--- config.mk ---
export PLATFORM = sky130hd
export DESIGN_NAME = rpd_reactive_power
export DESIGN_NICKNAME = d
export VERILOG_FILES = /design/src/rpd_pkg.sv /design/src/rpd_reactive_power.sv
export SDC_FILE = /design/constraint.sdc
export NUM_CORES = 2
export LEC_CHECK = 0
export ABC_AREA = 1
export BUFFER_PORTS_ARGS = -buffer_cell sky130_fd_sc_hd__buf_4
export CORE_MARGIN = 4
export CORE_UTILIZATION = 55
export DETAILED_ROUTE_END_ITERATION = 7
export PLACE_DENSITY = 0.77
export SYNTH_ARGS = -nofsm -noshare
export SYNTH_HDL_FRONTEND = slang
export SYNTH_SLANG_ARGS = --single-unit
--- constraint.sdc ---
create_clock -name clk -period 9.3 [get_ports clk]
set_input_delay 0.465 -clock clk [delete_from_list [all_inputs] [get_ports clk]]
set_output_delay 0.465 -clock clk [all_outputs]
set_load 0.05 [all_outputs]
--- src/rpd_pkg.sv ---
/*
 * Shared constants, register indices, field positions and carrier
 * structs for the reactive power datapath.
 * Assumes one 10 MHz clock and a 32-bit AXI4-Lite register bus.
 */
package rpd_pkg;
	localparam int CLK_HZ = 10_000_000;
	localparam int WAVE_BASE_SPS = 25_600;
	localparam int WAVE_BASE_DIV = CLK_HZ / WAVE_BASE_SPS;
	localparam logic [8:0] WAVE_BASE_LAST = 9'(WAVE_BASE_DIV - 1);

	localparam int SMP_W = 24;
	localparam int PWR_W = 32;
	localparam int AXI_AW = 12;

	// register indices; byte address is four times the index
	localparam logic [7:0] IDX_WAVE_SRC = 8'h0d;
	localparam logic [7:0] IDX_NL_MODE = 8'h0e;
	localparam logic [7:0] IDX_ACC_MODE = 8'h0f;
	localparam logic [7:0] IDX_GAIN = 8'h1e;
	localparam logic [7:0] IDX_OFFSET = 8'h21;
	localparam logic [7:0] IDX_IRQ_EN_LO = 8'hd9;
	localparam logic [7:0] IDX_IRQ_EN_HI = 8'hdb;
	localparam logic [7:0] IDX_IRQ_ST_LO = 8'hdc;
	localparam logic [7:0] IDX_CTRL = 8'h30;
	localparam logic [7:0] IDX_POWER = 8'h31;

	// field positions
	localparam int WAVE_SRC_LO = 0;
	localparam logic [2:0] WAVE_SRC_REACTIVE = 3'h5;
	localparam int WAVE_RATE_LO = 3;
	localparam int WAVE_EN_BIT = 5;
	localparam int NL_SEL_LO = 2;
	localparam int SIGN_POL_BIT = 5;
	localparam int ST_SIGN_BIT = 4;
	localparam int ST_NOLOAD_BIT = 1;
	localparam int CTRL_INTEG_BIT = 0;
	localparam logic [7:0] ST_IMPL_MASK = 8'h12;

	// values after reset
	localparam logic [7:0] RST_BYTE = 8'h00;
	localparam logic [11:0] RST_GAIN = 12'h000;
	localparam logic [15:0] RST_OFFSET = 16'h0000;

	localparam int GAIN_FRAC = 12;
	localparam int OFFS_FRAC = 8;

	// no-load thresholds in parts per million of full scale
	localparam int NL_PPM_1 = 150;
	localparam int NL_PPM_2 = 75;
	localparam int NL_PPM_3 = 37;

	localparam logic [1:0] RESP_OKAY = 2'b00;
	localparam logic [1:0] RESP_SLVERR = 2'b10;

	typedef struct packed {
		logic awvalid;
		logic [AXI_AW-1:0] awaddr;
		logic wvalid;
		logic [31:0] wdata;
		logic [3:0] wstrb;
		logic bready;
		logic arvalid;
		logic [AXI_AW-1:0] araddr;
		logic rready;
	} rpd_axil_req_s;

	typedef struct packed {
		logic awready;
		logic wready;
		logic bvalid;
		logic [1:0] bresp;
		logic arready;
		logic rvalid;
		logic [31:0] rdata;
		logic [1:0] rresp;
	} rpd_axil_rsp_s;

	typedef struct packed {
		logic valid;
		logic signed [SMP_W-1:0] volt;
		logic signed [SMP_W-1:0] curr;
	} rpd_smp_s;

	typedef struct packed {
		logic valid;
		logic signed [PWR_W-1:0] data;
	} rpd_wave_s;
endpackage : rpd_pkg

--- src/rpd_reactive_power.sv ---
/*
 * Reactive power datapath: quarter-cycle phase shift of the current,
 * multiply by voltage, low-pass, gain and offset, waveform samples,
 * sign-change and no-load flags with masked interrupt, AXI4-Lite slave.
 * Assumes paired voltage/current samples arrive together, synchronous
 * to clk, with at least four clocks between sample strobes.
 */
// How it works
// multiply voltage by quarter-cycle shifted current
// low-pass product to its dc value
// reactive waveform samples at selectable rates
// scale by one plus gain over 4096
// add signed 16-bit offset correction
// offset of 256 moves output one LSB
// integrator on lags, off leads, quarter cycle
// positive sign for 0 to +90 degrees
// sign-change flag follows chosen polarity bit
// polarity clear flags positive to negative
// polarity set flags negative to positive
// enabled sign flag holds interrupt until cleared
// block accumulation below no-load threshold
// no-load flag set, interrupt while enabled
// threshold select: off, 150, 75, 37 ppm
// flags stay set until software clears
`timescale 1ns/1ps
module rpd_reactive_power #(
	parameter int INT_SHIFT = 6,
	parameter int LPF_SHIFT = 8,
	parameter logic [31:0] FULL_SCALE = 32'h7fffffff
) (
	input wire logic clk, // 10 MHz clock
	input wire logic srst, // synchronous reset, high
	input wire rpd_pkg::rpd_axil_req_s axiReq, // bus request
	output rpd_pkg::rpd_axil_rsp_s axiRsp, // bus response
	input wire rpd_pkg::rpd_smp_s smpIn, // channel samples
	output rpd_pkg::rpd_wave_s waveOut, // waveform samples
	output logic accumEnable, // energy may accumulate
	output logic irq // level interrupt
);
	import rpd_pkg::*;

	localparam int MW = SMP_W + PWR_W;
	localparam logic [PWR_W-1:0] THR_1 =
		PWR_W'((64'(FULL_SCALE) * NL_PPM_1) / 1_000_000);
	localparam logic [PWR_W-1:0] THR_2 =
		PWR_W'((64'(FULL_SCALE) * NL_PPM_2) / 1_000_000);
	localparam logic [PWR_W-1:0] THR_3 =
		PWR_W'((64'(FULL_SCALE) * NL_PPM_3) / 1_000_000);

	logic [7:0] waveSrc_reg;
	logic [7:0] no_load_mode_config_reg;
	logic [7:0] accumulation_mode_config_reg;
	logic [11:0] gain_reg;
	logic [15:0] offset_reg;
	logic [7:0] irqEnLo_reg;
	logic [7:0] irqEnHi_reg;
	logic [7:0] status_reg;
	logic [7:0] status_next;
	logic [7:0] ctrl_reg;

	logic awHave_reg;
	logic [AXI_AW-1:0] awAddr_reg;
	logic wHave_reg;
	logic [31:0] wData_reg;
	logic [3:0] wStrb_reg;
	logic bValid_reg;
	logic [1:0] bResp_reg;
	logic rValid_reg;
	logic [31:0] rData_reg;
	logic [1:0] rResp_reg;

	logic doWrite;
	logic wrHit;
	logic [7:0] wrIdx;
	logic [31:0] wrMask;
	logic [31:0] rdValue;
	logic rdHit;

	function automatic logic addrHit(input logic [AXI_AW-1:0] a);
		logic ok;
		ok = (a[1:0] == 2'h0);
		case (a[9:2])
			IDX_WAVE_SRC, IDX_NL_MODE, IDX_ACC_MODE, IDX_GAIN,
			IDX_OFFSET, IDX_IRQ_EN_LO, IDX_IRQ_EN_HI, IDX_IRQ_ST_LO,
			IDX_CTRL, IDX_POWER: addrHit = ok && (a[AXI_AW-1:10] == '0);
			default: addrHit = 1'b0;
		endcase
	endfunction : addrHit

	function automatic logic [31:0] merge(input logic [31:0] old,
		input logic [31:0] m, input logic [31:0] d);
		merge = (old & ~m) | (d & m);
	endfunction : merge

	// bus write channels: address and data taken in either order
	assign doWrite = awHave_reg && wHave_reg && !bValid_reg;
	assign wrIdx = awAddr_reg[9:2];
	assign wrHit = addrHit(awAddr_reg);
	assign wrMask = {{8{wStrb_reg[3]}}, {8{wStrb_reg[2]}},
		{8{wStrb_reg[1]}}, {8{wStrb_reg[0]}}};

	always_ff @(posedge clk) begin
		if (srst) begin
			awHave_reg <= 1'b0;
			awAddr_reg <= '0;
		end else if (axiReq.awvalid && axiRsp.awready) begin
			awHave_reg <= 1'b1;
			awAddr_reg <= axiReq.awaddr;
		end else if (doWrite) begin
			awHave_reg <= 1'b0;
		end
	end

	always_ff @(posedge clk) begin
		if (srst) begin
			wHave_reg <= 1'b0;
			wData_reg <= '0;
			wStrb_reg <= '0;
		end else if (axiReq.wvalid && axiRsp.wready) begin
			wHave_reg <= 1'b1;
			wData_reg <= axiReq.wdata;
			wStrb_reg <= axiReq.wstrb;
		end else if (doWrite) begin
			wHave_reg <= 1'b0;
		end
	end

	always_ff @(posedge clk) begin
		if (srst) begin
			bValid_reg <= 1'b0;
			bResp_reg <= RESP_OKAY;
		end else if (doWrite) begin
			bValid_reg <= 1'b1;
			bResp_reg <= wrHit ? RESP_OKAY : RESP_SLVERR;
		end else if (axiReq.bready) begin
			bValid_reg <= 1'b0;
		end
	end

	// configuration registers
	always_ff @(posedge clk) begin
		if (srst) begin
			waveSrc_reg <= RST_BYTE;
			no_load_mode_config_reg <= RST_BYTE;
			accumulation_mode_config_reg <= RST_BYTE;
			gain_reg <= RST_GAIN;
			offset_reg <= RST_OFFSET;
			irqEnLo_reg <= RST_BYTE;
			irqEnHi_reg <= RST_BYTE;
			ctrl_reg <= RST_BYTE;
		end else if (doWrite && wrHit) begin
			unique case (wrIdx)
				IDX_WAVE_SRC: waveSrc_reg <= 8'(merge(32'(waveSrc_reg),
					wrMask, wData_reg));
				IDX_NL_MODE: no_load_mode_config_reg <= 8'(merge(32'(no_load_mode_config_reg),
					wrMask, wData_reg));
				IDX_ACC_MODE: accumulation_mode_config_reg <= 8'(merge(32'(accumulation_mode_config_reg),
					wrMask, wData_reg));
				IDX_GAIN: gain_reg <= 12'(merge(32'(gain_reg),
					wrMask, wData_reg));
				IDX_OFFSET: offset_reg <= 16'(merge(32'(offset_reg),
					wrMask, wData_reg));
				IDX_IRQ_EN_LO: irqEnLo_reg <= 8'(merge(32'(irqEnLo_reg),
					wrMask, wData_reg));
				IDX_IRQ_EN_HI: irqEnHi_reg <= 8'(merge(32'(irqEnHi_reg),
					wrMask, wData_reg));
				IDX_CTRL: ctrl_reg <= 8'(merge(32'(ctrl_reg),
					wrMask, wData_reg));
				default: ;
			endcase
		end
	end

	// datapath
	logic signed [SMP_W-1:0] currPrev_reg;
	logic signed [PWR_W-1:0] integ_reg;
	logic signed [PWR_W-1:0] shifted;
	logic signed [PWR_W-1:0] currExt;
	logic signed [SMP_W:0] currDiff;
	logic signed [MW-1:0] prodFull;
	logic signed [PWR_W-1:0] prod_reg;
	logic signed [PWR_W-1:0] lpf_reg;
	logic signed [PWR_W:0] lpfStep;
	logic signed [PWR_W+11:0] gainProd;
	logic signed [PWR_W-1:0] gained;
	logic signed [PWR_W+OFFS_FRAC-1:0] scaled;
	logic signed [PWR_W-1:0] power_reg;
	logic v1_reg;
	logic v2_reg;
	logic v3_reg;
	logic integOn;

	assign integOn = ctrl_reg[CTRL_INTEG_BIT];
	assign currExt = PWR_W'(smpIn.curr);
	assign currDiff = (SMP_W+1)'(smpIn.curr) - (SMP_W+1)'(currPrev_reg);

	// lag by leaky integral, lead by difference
	always_comb begin
		if (integOn)
			shifted = integ_reg;
		else
			shifted = PWR_W'(currDiff);
	end

	// voltage times shifted current
	assign prodFull = MW'(smpIn.volt) * MW'(shifted);

	always_ff @(posedge clk) begin
		if (srst) begin
			currPrev_reg <= '0;
			integ_reg <= '0;
			prod_reg <= '0;
			v1_reg <= 1'b0;
		end else begin
			v1_reg <= smpIn.valid;
			if (smpIn.valid) begin
				currPrev_reg <= smpIn.curr;
				integ_reg <= integ_reg + currExt - (integ_reg >>> INT_SHIFT);
				// lagging path inverts, so flip it back
				if (integOn)
					prod_reg <= -prodFull[MW-1 -: PWR_W];
				else
					prod_reg <= prodFull[MW-1 -: PWR_W];
			end
		end
	end

	// single-pole low-pass, same shape as the active power filter
	assign lpfStep = ((PWR_W+1)'(prod_reg) - (PWR_W+1)'(lpf_reg)) >>>
		LPF_SHIFT;

	always_ff @(posedge clk) begin
		if (srst) begin
			lpf_reg <= '0;
			v2_reg <= 1'b0;
		end else begin
			v2_reg <= v1_reg;
			if (v1_reg)
				lpf_reg <= lpf_reg + PWR_W'(lpfStep);
		end
	end

	// y + y*gain/4096
	assign gainProd = (PWR_W+12)'(lpf_reg) *
		(PWR_W+12)'($signed(gain_reg));
	assign gained = lpf_reg + gainProd[PWR_W+11:GAIN_FRAC];
	// offset added with eight fraction bits
	assign scaled = {gained, {OFFS_FRAC{1'b0}}} +
		(PWR_W+OFFS_FRAC)'($signed(offset_reg));

	always_ff @(posedge clk) begin
		if (srst) begin
			power_reg <= '0;
			v3_reg <= 1'b0;
		end else begin
			v3_reg <= v2_reg;
			// drop eight fraction bits, 256 counts per LSB
			if (v2_reg)
				power_reg <= scaled[PWR_W+OFFS_FRAC-1:OFFS_FRAC];
		end
	end

	// sign change: zero counts as positive
	logic prevNeg_reg;
	logic signKnown_reg;
	logic signEvent;
	logic curNeg;

	assign curNeg = power_reg[PWR_W-1];
	// direction chosen by polarity bit
	always_comb begin
		if (accumulation_mode_config_reg[SIGN_POL_BIT])
			// negative to positive
			signEvent = v3_reg && signKnown_reg && prevNeg_reg && !curNeg;
		else
			// positive to negative
			signEvent = v3_reg && signKnown_reg && !prevNeg_reg && curNeg;
	end

	always_ff @(posedge clk) begin
		if (srst) begin
			prevNeg_reg <= 1'b0;
			signKnown_reg <= 1'b0;
		end else if (v3_reg) begin
			prevNeg_reg <= curNeg;
			signKnown_reg <= 1'b1;
		end
	end

	// no-load detection
	logic [PWR_W-1:0] powerAbs;
	logic [PWR_W-1:0] threshold;
	logic noLoad_reg;

	assign powerAbs = curNeg ? PWR_W'(-power_reg) : PWR_W'(power_reg);

	// threshold select
	always_comb begin
		unique case (no_load_mode_config_reg[NL_SEL_LO +: 2])
			2'h1: threshold = THR_1;
			2'h2: threshold = THR_2;
			2'h3: threshold = THR_3;
			default: threshold = '0;
		endcase
	end

	always_ff @(posedge clk) begin
		if (srst)
			noLoad_reg <= 1'b0;
		else if (v3_reg)
			noLoad_reg <= powerAbs < threshold;
	end

	// no accumulation while under threshold
	assign accumEnable = !noLoad_reg;

	// sticky flags, write one to clear, set beats clear
	always_comb begin
		status_next = status_reg;
		if (doWrite && wrHit && wrIdx == IDX_IRQ_ST_LO)
			status_next = status_reg & ~(wData_reg[7:0] & wrMask[7:0]);
		if (signEvent)
			status_next[ST_SIGN_BIT] = 1'b1;
		// level condition keeps setting the flag
		if (noLoad_reg)
			status_next[ST_NOLOAD_BIT] = 1'b1;
	end

	always_ff @(posedge clk) begin
		if (srst)
			status_reg <= RST_BYTE;
		else
			status_reg <= status_next & ST_IMPL_MASK;
	end

	// masked flags hold the interrupt
	assign irq = |(status_reg & irqEnLo_reg);

	// waveform sample rate: base tick then octave division
	logic [8:0] baseCnt_reg;
	logic [2:0] octCnt_reg;
	logic baseTick;
	logic [2:0] rateMask;
	logic waveTick;

	assign baseTick = (baseCnt_reg == WAVE_BASE_LAST);

	always_ff @(posedge clk) begin
		if (srst) begin
			baseCnt_reg <= '0;
			octCnt_reg <= '0;
		end else if (baseTick) begin
			baseCnt_reg <= '0;
			octCnt_reg <= octCnt_reg + 3'h1;
		end else begin
			baseCnt_reg <= baseCnt_reg + 9'h001;
		end
	end

	always_comb begin
		unique case (waveSrc_reg[WAVE_RATE_LO +: 2])
			2'h0: rateMask = 3'h0;
			2'h1: rateMask = 3'h1;
			2'h2: rateMask = 3'h3;
			default: rateMask = 3'h7;
		endcase
	end

	assign waveTick = baseTick && ((octCnt_reg & rateMask) == 3'h0);

	// reactive source and sampling enable both needed
	always_ff @(posedge clk) begin
		if (srst) begin
			waveOut <= '0;
		end else begin
			waveOut.valid <= waveTick && irqEnHi_reg[WAVE_EN_BIT] &&
				(waveSrc_reg[WAVE_SRC_LO +: 3] == WAVE_SRC_REACTIVE);
			if (waveTick)
				waveOut.data <= power_reg;
		end
	end

	// bus read channel
	always_comb begin
		rdHit = addrHit(axiReq.araddr);
		unique case (axiReq.araddr[9:2])
			IDX_WAVE_SRC: rdValue = 32'(waveSrc_reg);
			IDX_NL_MODE: rdValue = 32'(no_load_mode_config_reg);
			IDX_ACC_MODE: rdValue = 32'(accumulation_mode_config_reg);
			IDX_GAIN: rdValue = 32'(gain_reg);
			IDX_OFFSET: rdValue = 32'(offset_reg);
			IDX_IRQ_EN_LO: rdValue = 32'(irqEnLo_reg);
			IDX_IRQ_EN_HI: rdValue = 32'(irqEnHi_reg);
			IDX_IRQ_ST_LO: rdValue = 32'(status_reg);
			IDX_CTRL: rdValue = 32'(ctrl_reg);
			IDX_POWER: rdValue = 32'(power_reg);
			default: rdValue = 32'h00000000;
		endcase
		if (!rdHit)
			rdValue = 32'h00000000;
	end

	always_ff @(posedge clk) begin
		if (srst) begin
			rValid_reg <= 1'b0;
			rData_reg <= '0;
			rResp_reg <= RESP_OKAY;
		end else if (axiReq.arvalid && axiRsp.arready) begin
			rValid_reg <= 1'b1;
			rData_reg <= rdValue;
			rResp_reg <= rdHit ? RESP_OKAY : RESP_SLVERR;
		end else if (axiReq.rready) begin
			rValid_reg <= 1'b0;
		end
	end

	always_comb begin
		axiRsp.awready = !awHave_reg && !bValid_reg;
		axiRsp.wready = !wHave_reg && !bValid_reg;
		axiRsp.bvalid = bValid_reg;
		axiRsp.bresp = bResp_reg;
		axiRsp.arready = !rValid_reg;
		axiRsp.rvalid = rValid_reg;
		axiRsp.rdata = rData_reg;
		axiRsp.rresp = rResp_reg;
	end
endmodule : rpd_reactive_power

==> results_tabular.tex <==
\begin{tabular}{lr}
\hline
Metric & Value \\
\hline
\multicolumn{2}{l}{\textbf{Die}} \\
Core area & between 0.1 and 0.15 mm2 \\
Vert. Die Dim & around 350 um \\
Starting density of the core & between 50\% and 60\% \\
Chip width & 352.5 um \\
Row count & 126 \\
Die outline area & between 0.1 and 0.15 mm2 \\
Top-level port count & $\sim$190 \\
\multicolumn{2}{l}{\textbf{Clocking}} \\
Clk Latency, worst-skew pair & approximately 0.63 ns \\
TritonCTS clock tree & done \\
TritonCTS buffer count & 42 \\
Number of buffers between clock root and the deepest sink & 3 \\
Number of levels in the clock H-tree & 2 \\
Post-CTS clock slew at the launch and capture registers of the worst setup and hold paths & $\sim$0.08 ns \\
Root buffer cell & sky130\_fd\_sc\_hd\_\_clkbuf\_16 \\
Number of buffers inserted by hold repair at cts & 0 \\
TritonCTS Sinks & about 350 \\
\multicolumn{2}{l}{\textbf{GRT}} \\
GR peak layer & met2 \\
Vias in the first global route & $\sim$60000 \\
Antenna violations before repair & 3 \\
Global-route wire length before repair & around 320000 um \\
Overall fraction of global-route tracks in use & approximately a third \\
Met2 usage & between 50\% and 60\% \\
GR Layer Usage met1 & about 45\% \\
Pin count of the biggest net entering global routing & between 100 and 150 \\
Met3 track demand over resource & 6.604\% \\
Global route total overflow & 0 \\
\multicolumn{2}{l}{\textbf{Synth}} \\
Top-count cell post-synth & sky130\_fd\_sc\_hd\_\_inv\_1 \\
Number of distinct library cells after synthesis & 67 \\
Async set or reset register ratio after synthesis & 0\% \\
Leading cell types by count after synthesis & sky130\_fd\_sc\_hd\_\_inv\_1, sky130\_fd\_sc\_hd\_\_nand2\_1, sky130\_fd\_sc\_hd\_\_fa\_1, sky130\_fd\_sc\_hd\_\_nor2\_1, sky130\_fd\_sc\_hd\_\_a21oi\_1 \\
Cell type with the largest total area after synthesis & sky130\_fd\_sc\_hd\_\_fa\_1 \\
Count of flip-flops with a built-in enable after synthesis & 0 \\
Share of the yosys chip area belonging to registers & between 10\% and 20\% \\
Synth Warn \# & 0 \\
Summed instance area of the synthesized netlist & about 0.065 mm2 \\
Syn Area/Cell & about 7.5 um2 \\
Synth Flop Type & sky130\_fd\_sc\_hd\_\_dfxtp\_1 \\
Synth Instances & around 8700 \\
Register bit total from synthesis & between 300 and 400 \\
Post-synth top area share & 35.36\% \\
Largest cells by area after synthesis & sky130\_fd\_sc\_hd\_\_fa\_1, sky130\_fd\_sc\_hd\_\_inv\_1, sky130\_fd\_sc\_hd\_\_dfxtp\_1 \\
\multicolumn{2}{l}{\textbf{Job}} \\
Max\_cap viols & 0 \\
\multicolumn{2}{l}{\textbf{Run status}} \\
Failing checks & DRC \\
Status & finished, violations left \\
\multicolumn{2}{l}{\textbf{Worst setup path}} \\
Endpoint required time on the critical path & 9.81 ns \\
Data arrival at the endpoint of the critical path & between 9 and 10 ns \\
Kind of cell with the highest combined delay on the critical path & adder cells \\
Critical Path Source Type & register \\
Buffers \& Inverters on Critical Path & 11 \\
Largest stage delay on the critical path & between 0.5 and 0.6 ns \\
Slowest CP cell & sky130\_fd\_sc\_hd\_\_fa\_1 \\
Endpoint class of the critical path & register \\
CP Max Fanout & 6 \\
Path type of the worst setup path & reg -> reg \\
\multicolumn{2}{l}{\textbf{Placement}} \\
HPWL after DPL & approximately 170000 um \\
Routability-driven placement congestion ratio & between 1 and 1.5 \\
Area after DPL & just over 0.07 mm2 \\
\# port buffers & $\sim$170 \\
Worst Setup Slack post-DPL & -0.5184 ns \\
\multicolumn{2}{l}{\textbf{Final layout}} \\
Layout fillers & approximately 9900 \\
Area growth from synthesis to layout & 15.81\% \\
Layout Utilization & roughly 64\% \\
Number of nets in the final layout & 10870 \\
Layout cell share with drive strength beyond 1 & between 10\% and 20\% \\
Design Area, Final & about 0.076 mm2 \\
\multicolumn{2}{l}{\textbf{STA}} \\
Peak Freq & 0.1089 GHz \\
Slew @ Worst Pin & $\sim$1.2 ns \\
Max\_slew headroom & between 10\% and 20\% \\
Fin crit share & a little over nine tenths \\
Number of max-slew violations in the final report & 0 \\
Worst setup skew after layout & $\sim$0.042 ns \\
Minimum clock period after layout & 9.183 ns \\
Final worst-path setup slack & approximately 0.12 ns \\
Setup repair after global routing missed its margin & yes \\
Total of endpoints with negative setup slack in the final report & 0 \\
Final-report hold violation count & 0 \\
Worst hold slack after final layout & 0.08894 ns \\
\multicolumn{2}{l}{\textbf{Detailed routing}} \\
Final wirelength & roughly 200000 um \\
Routed wirelength normalized by instance count & about 19 um \\
Count of unresolved DRC violations after routing & 1 \\
Detailed Route Iter0 Violations & roughly 5600 \\
Number of vias per cell after detailed routing & 5.561 \\
Remaining antenna violation count after routing & 0 \\
DR vias & approximately 60000 \\
Number of detailed-route iterations in the first pass & 8 \\
\multicolumn{2}{l}{\textbf{Min path}} \\
Worst min-delay path category & in -> reg \\
\hline
\end{tabular}
cells by family (layout without fill, tap and decap cells):
logic type | Yosys count | count (layout) | share of synthesized area [%]
adder cells (fa/ha/maj) | 1593 | 1593 | 43.80
buffers and inverters | 2347 | 2866 | 13.63
other | 1 | 3 | 0.005745
AO/OA/AOI/OAI | 1317 | 1317 | 11.13
XOR/XNOR | 228 | 228 | 3.071
AND/OR/NAND/NOR | 2837 | 2837 | 17.67
flip-flops | 349 | 349 | 10.70
tightest hold or removal path, stage by stage:
cell,delay (ns)
sky130_fd_sc_hd__buf_4,0.08
sky130_fd_sc_hd__inv_1,0.03
sky130_fd_sc_hd__nand2_1,0.05
sky130_fd_sc_hd__a21oi_1,0.05
path summary, 6_finish.rpt:
| path | to | startpoint | slack, ns | cells after the start |
|---|---|---|---|---|
| hold / removal | bValid_reg | axiReq[14] | 0.09 | 4 |
| setup reg to reg | prod_reg[25] | currPrev_reg[2] | 0.12 | 50 |
| setup / recovery | prod_reg[25] | currPrev_reg[2] | 0.12 | 50 |
| hold reg to reg | register | register | 0.45 | 2 |
through the flow:
stage	TNS, ns	cells
6_report	0	10730
5_1_grt	-5.059	10730
4_1_cts	-0.001399	10680
3_5_place_dp	-9.704	10600
3_3_place_gp	-5.119	10600
2_1_floorplan	0	8673
layout by cell type (no fill, tap or decap), drive strengths merged, types with 13 or more instances in the layout:
master,synthesis,final
a211oi,15,15
a21boi,17,17
a21o,17,17
a21oi,617,617
a221oi,16,16
a31oi,42,42
buf,57,752
clkbuf,251,52
clkinv,14,27
dfxtp,349,349
fa,1153,1153
ha,440,440
inv,2025,2022
nand2,1710,1710
nand3,196,196
nand4,37,37
nor2,772,772
nor3,50,50
nor4,30,30
o211ai,30,30
o21a,30,30
o21ai,445,445
o21bai,20,20
o221ai,13,13
o22ai,23,23
or2,19,19
xnor2,66,66
xor2,162,162
layer usage:
metal / vias up / share of wire [%]
met2: 2722 / 45
met1: 29210 / 41
li1: 27230 / -
met3: 500 / 10
met5: - / 0.013
met4: 4 / 4.5
final cells by class:
| type | count | area (um2) | share of cell area [%] |
|---|---|---|---|
| tap | 1536 | 1922 | 2.542 |
| inverter | 2039 | 7702 | 10.19 |
| multi-input combinational | 5977 | 51360 | 67.94 |
| clock inverter | 23 | 400.4 | 0.5297 |
| timing repair buffer | 752 | 6031 | 7.978 |
| sequential | 349 | 7025 | 9.294 |
| clock buffer | 52 | 1149 | 1.519 |
| antenna | 1 | 2.502 | 0.003310 |
timing repair:
item | 4_1_cts | 5_1_grt
setup endpoints to repair | 21 | 39
setup buffers | 2 | 51
cloned | 0 | 0
pin swaps | 4 | 189
endpoints found under the hold margin | 0 | 0
resized for setup | 47 | 564
Power is left out: the tool's default activity adds up to more than one toggle a clock period on the data nets, which glitch-free logic cannot reach.
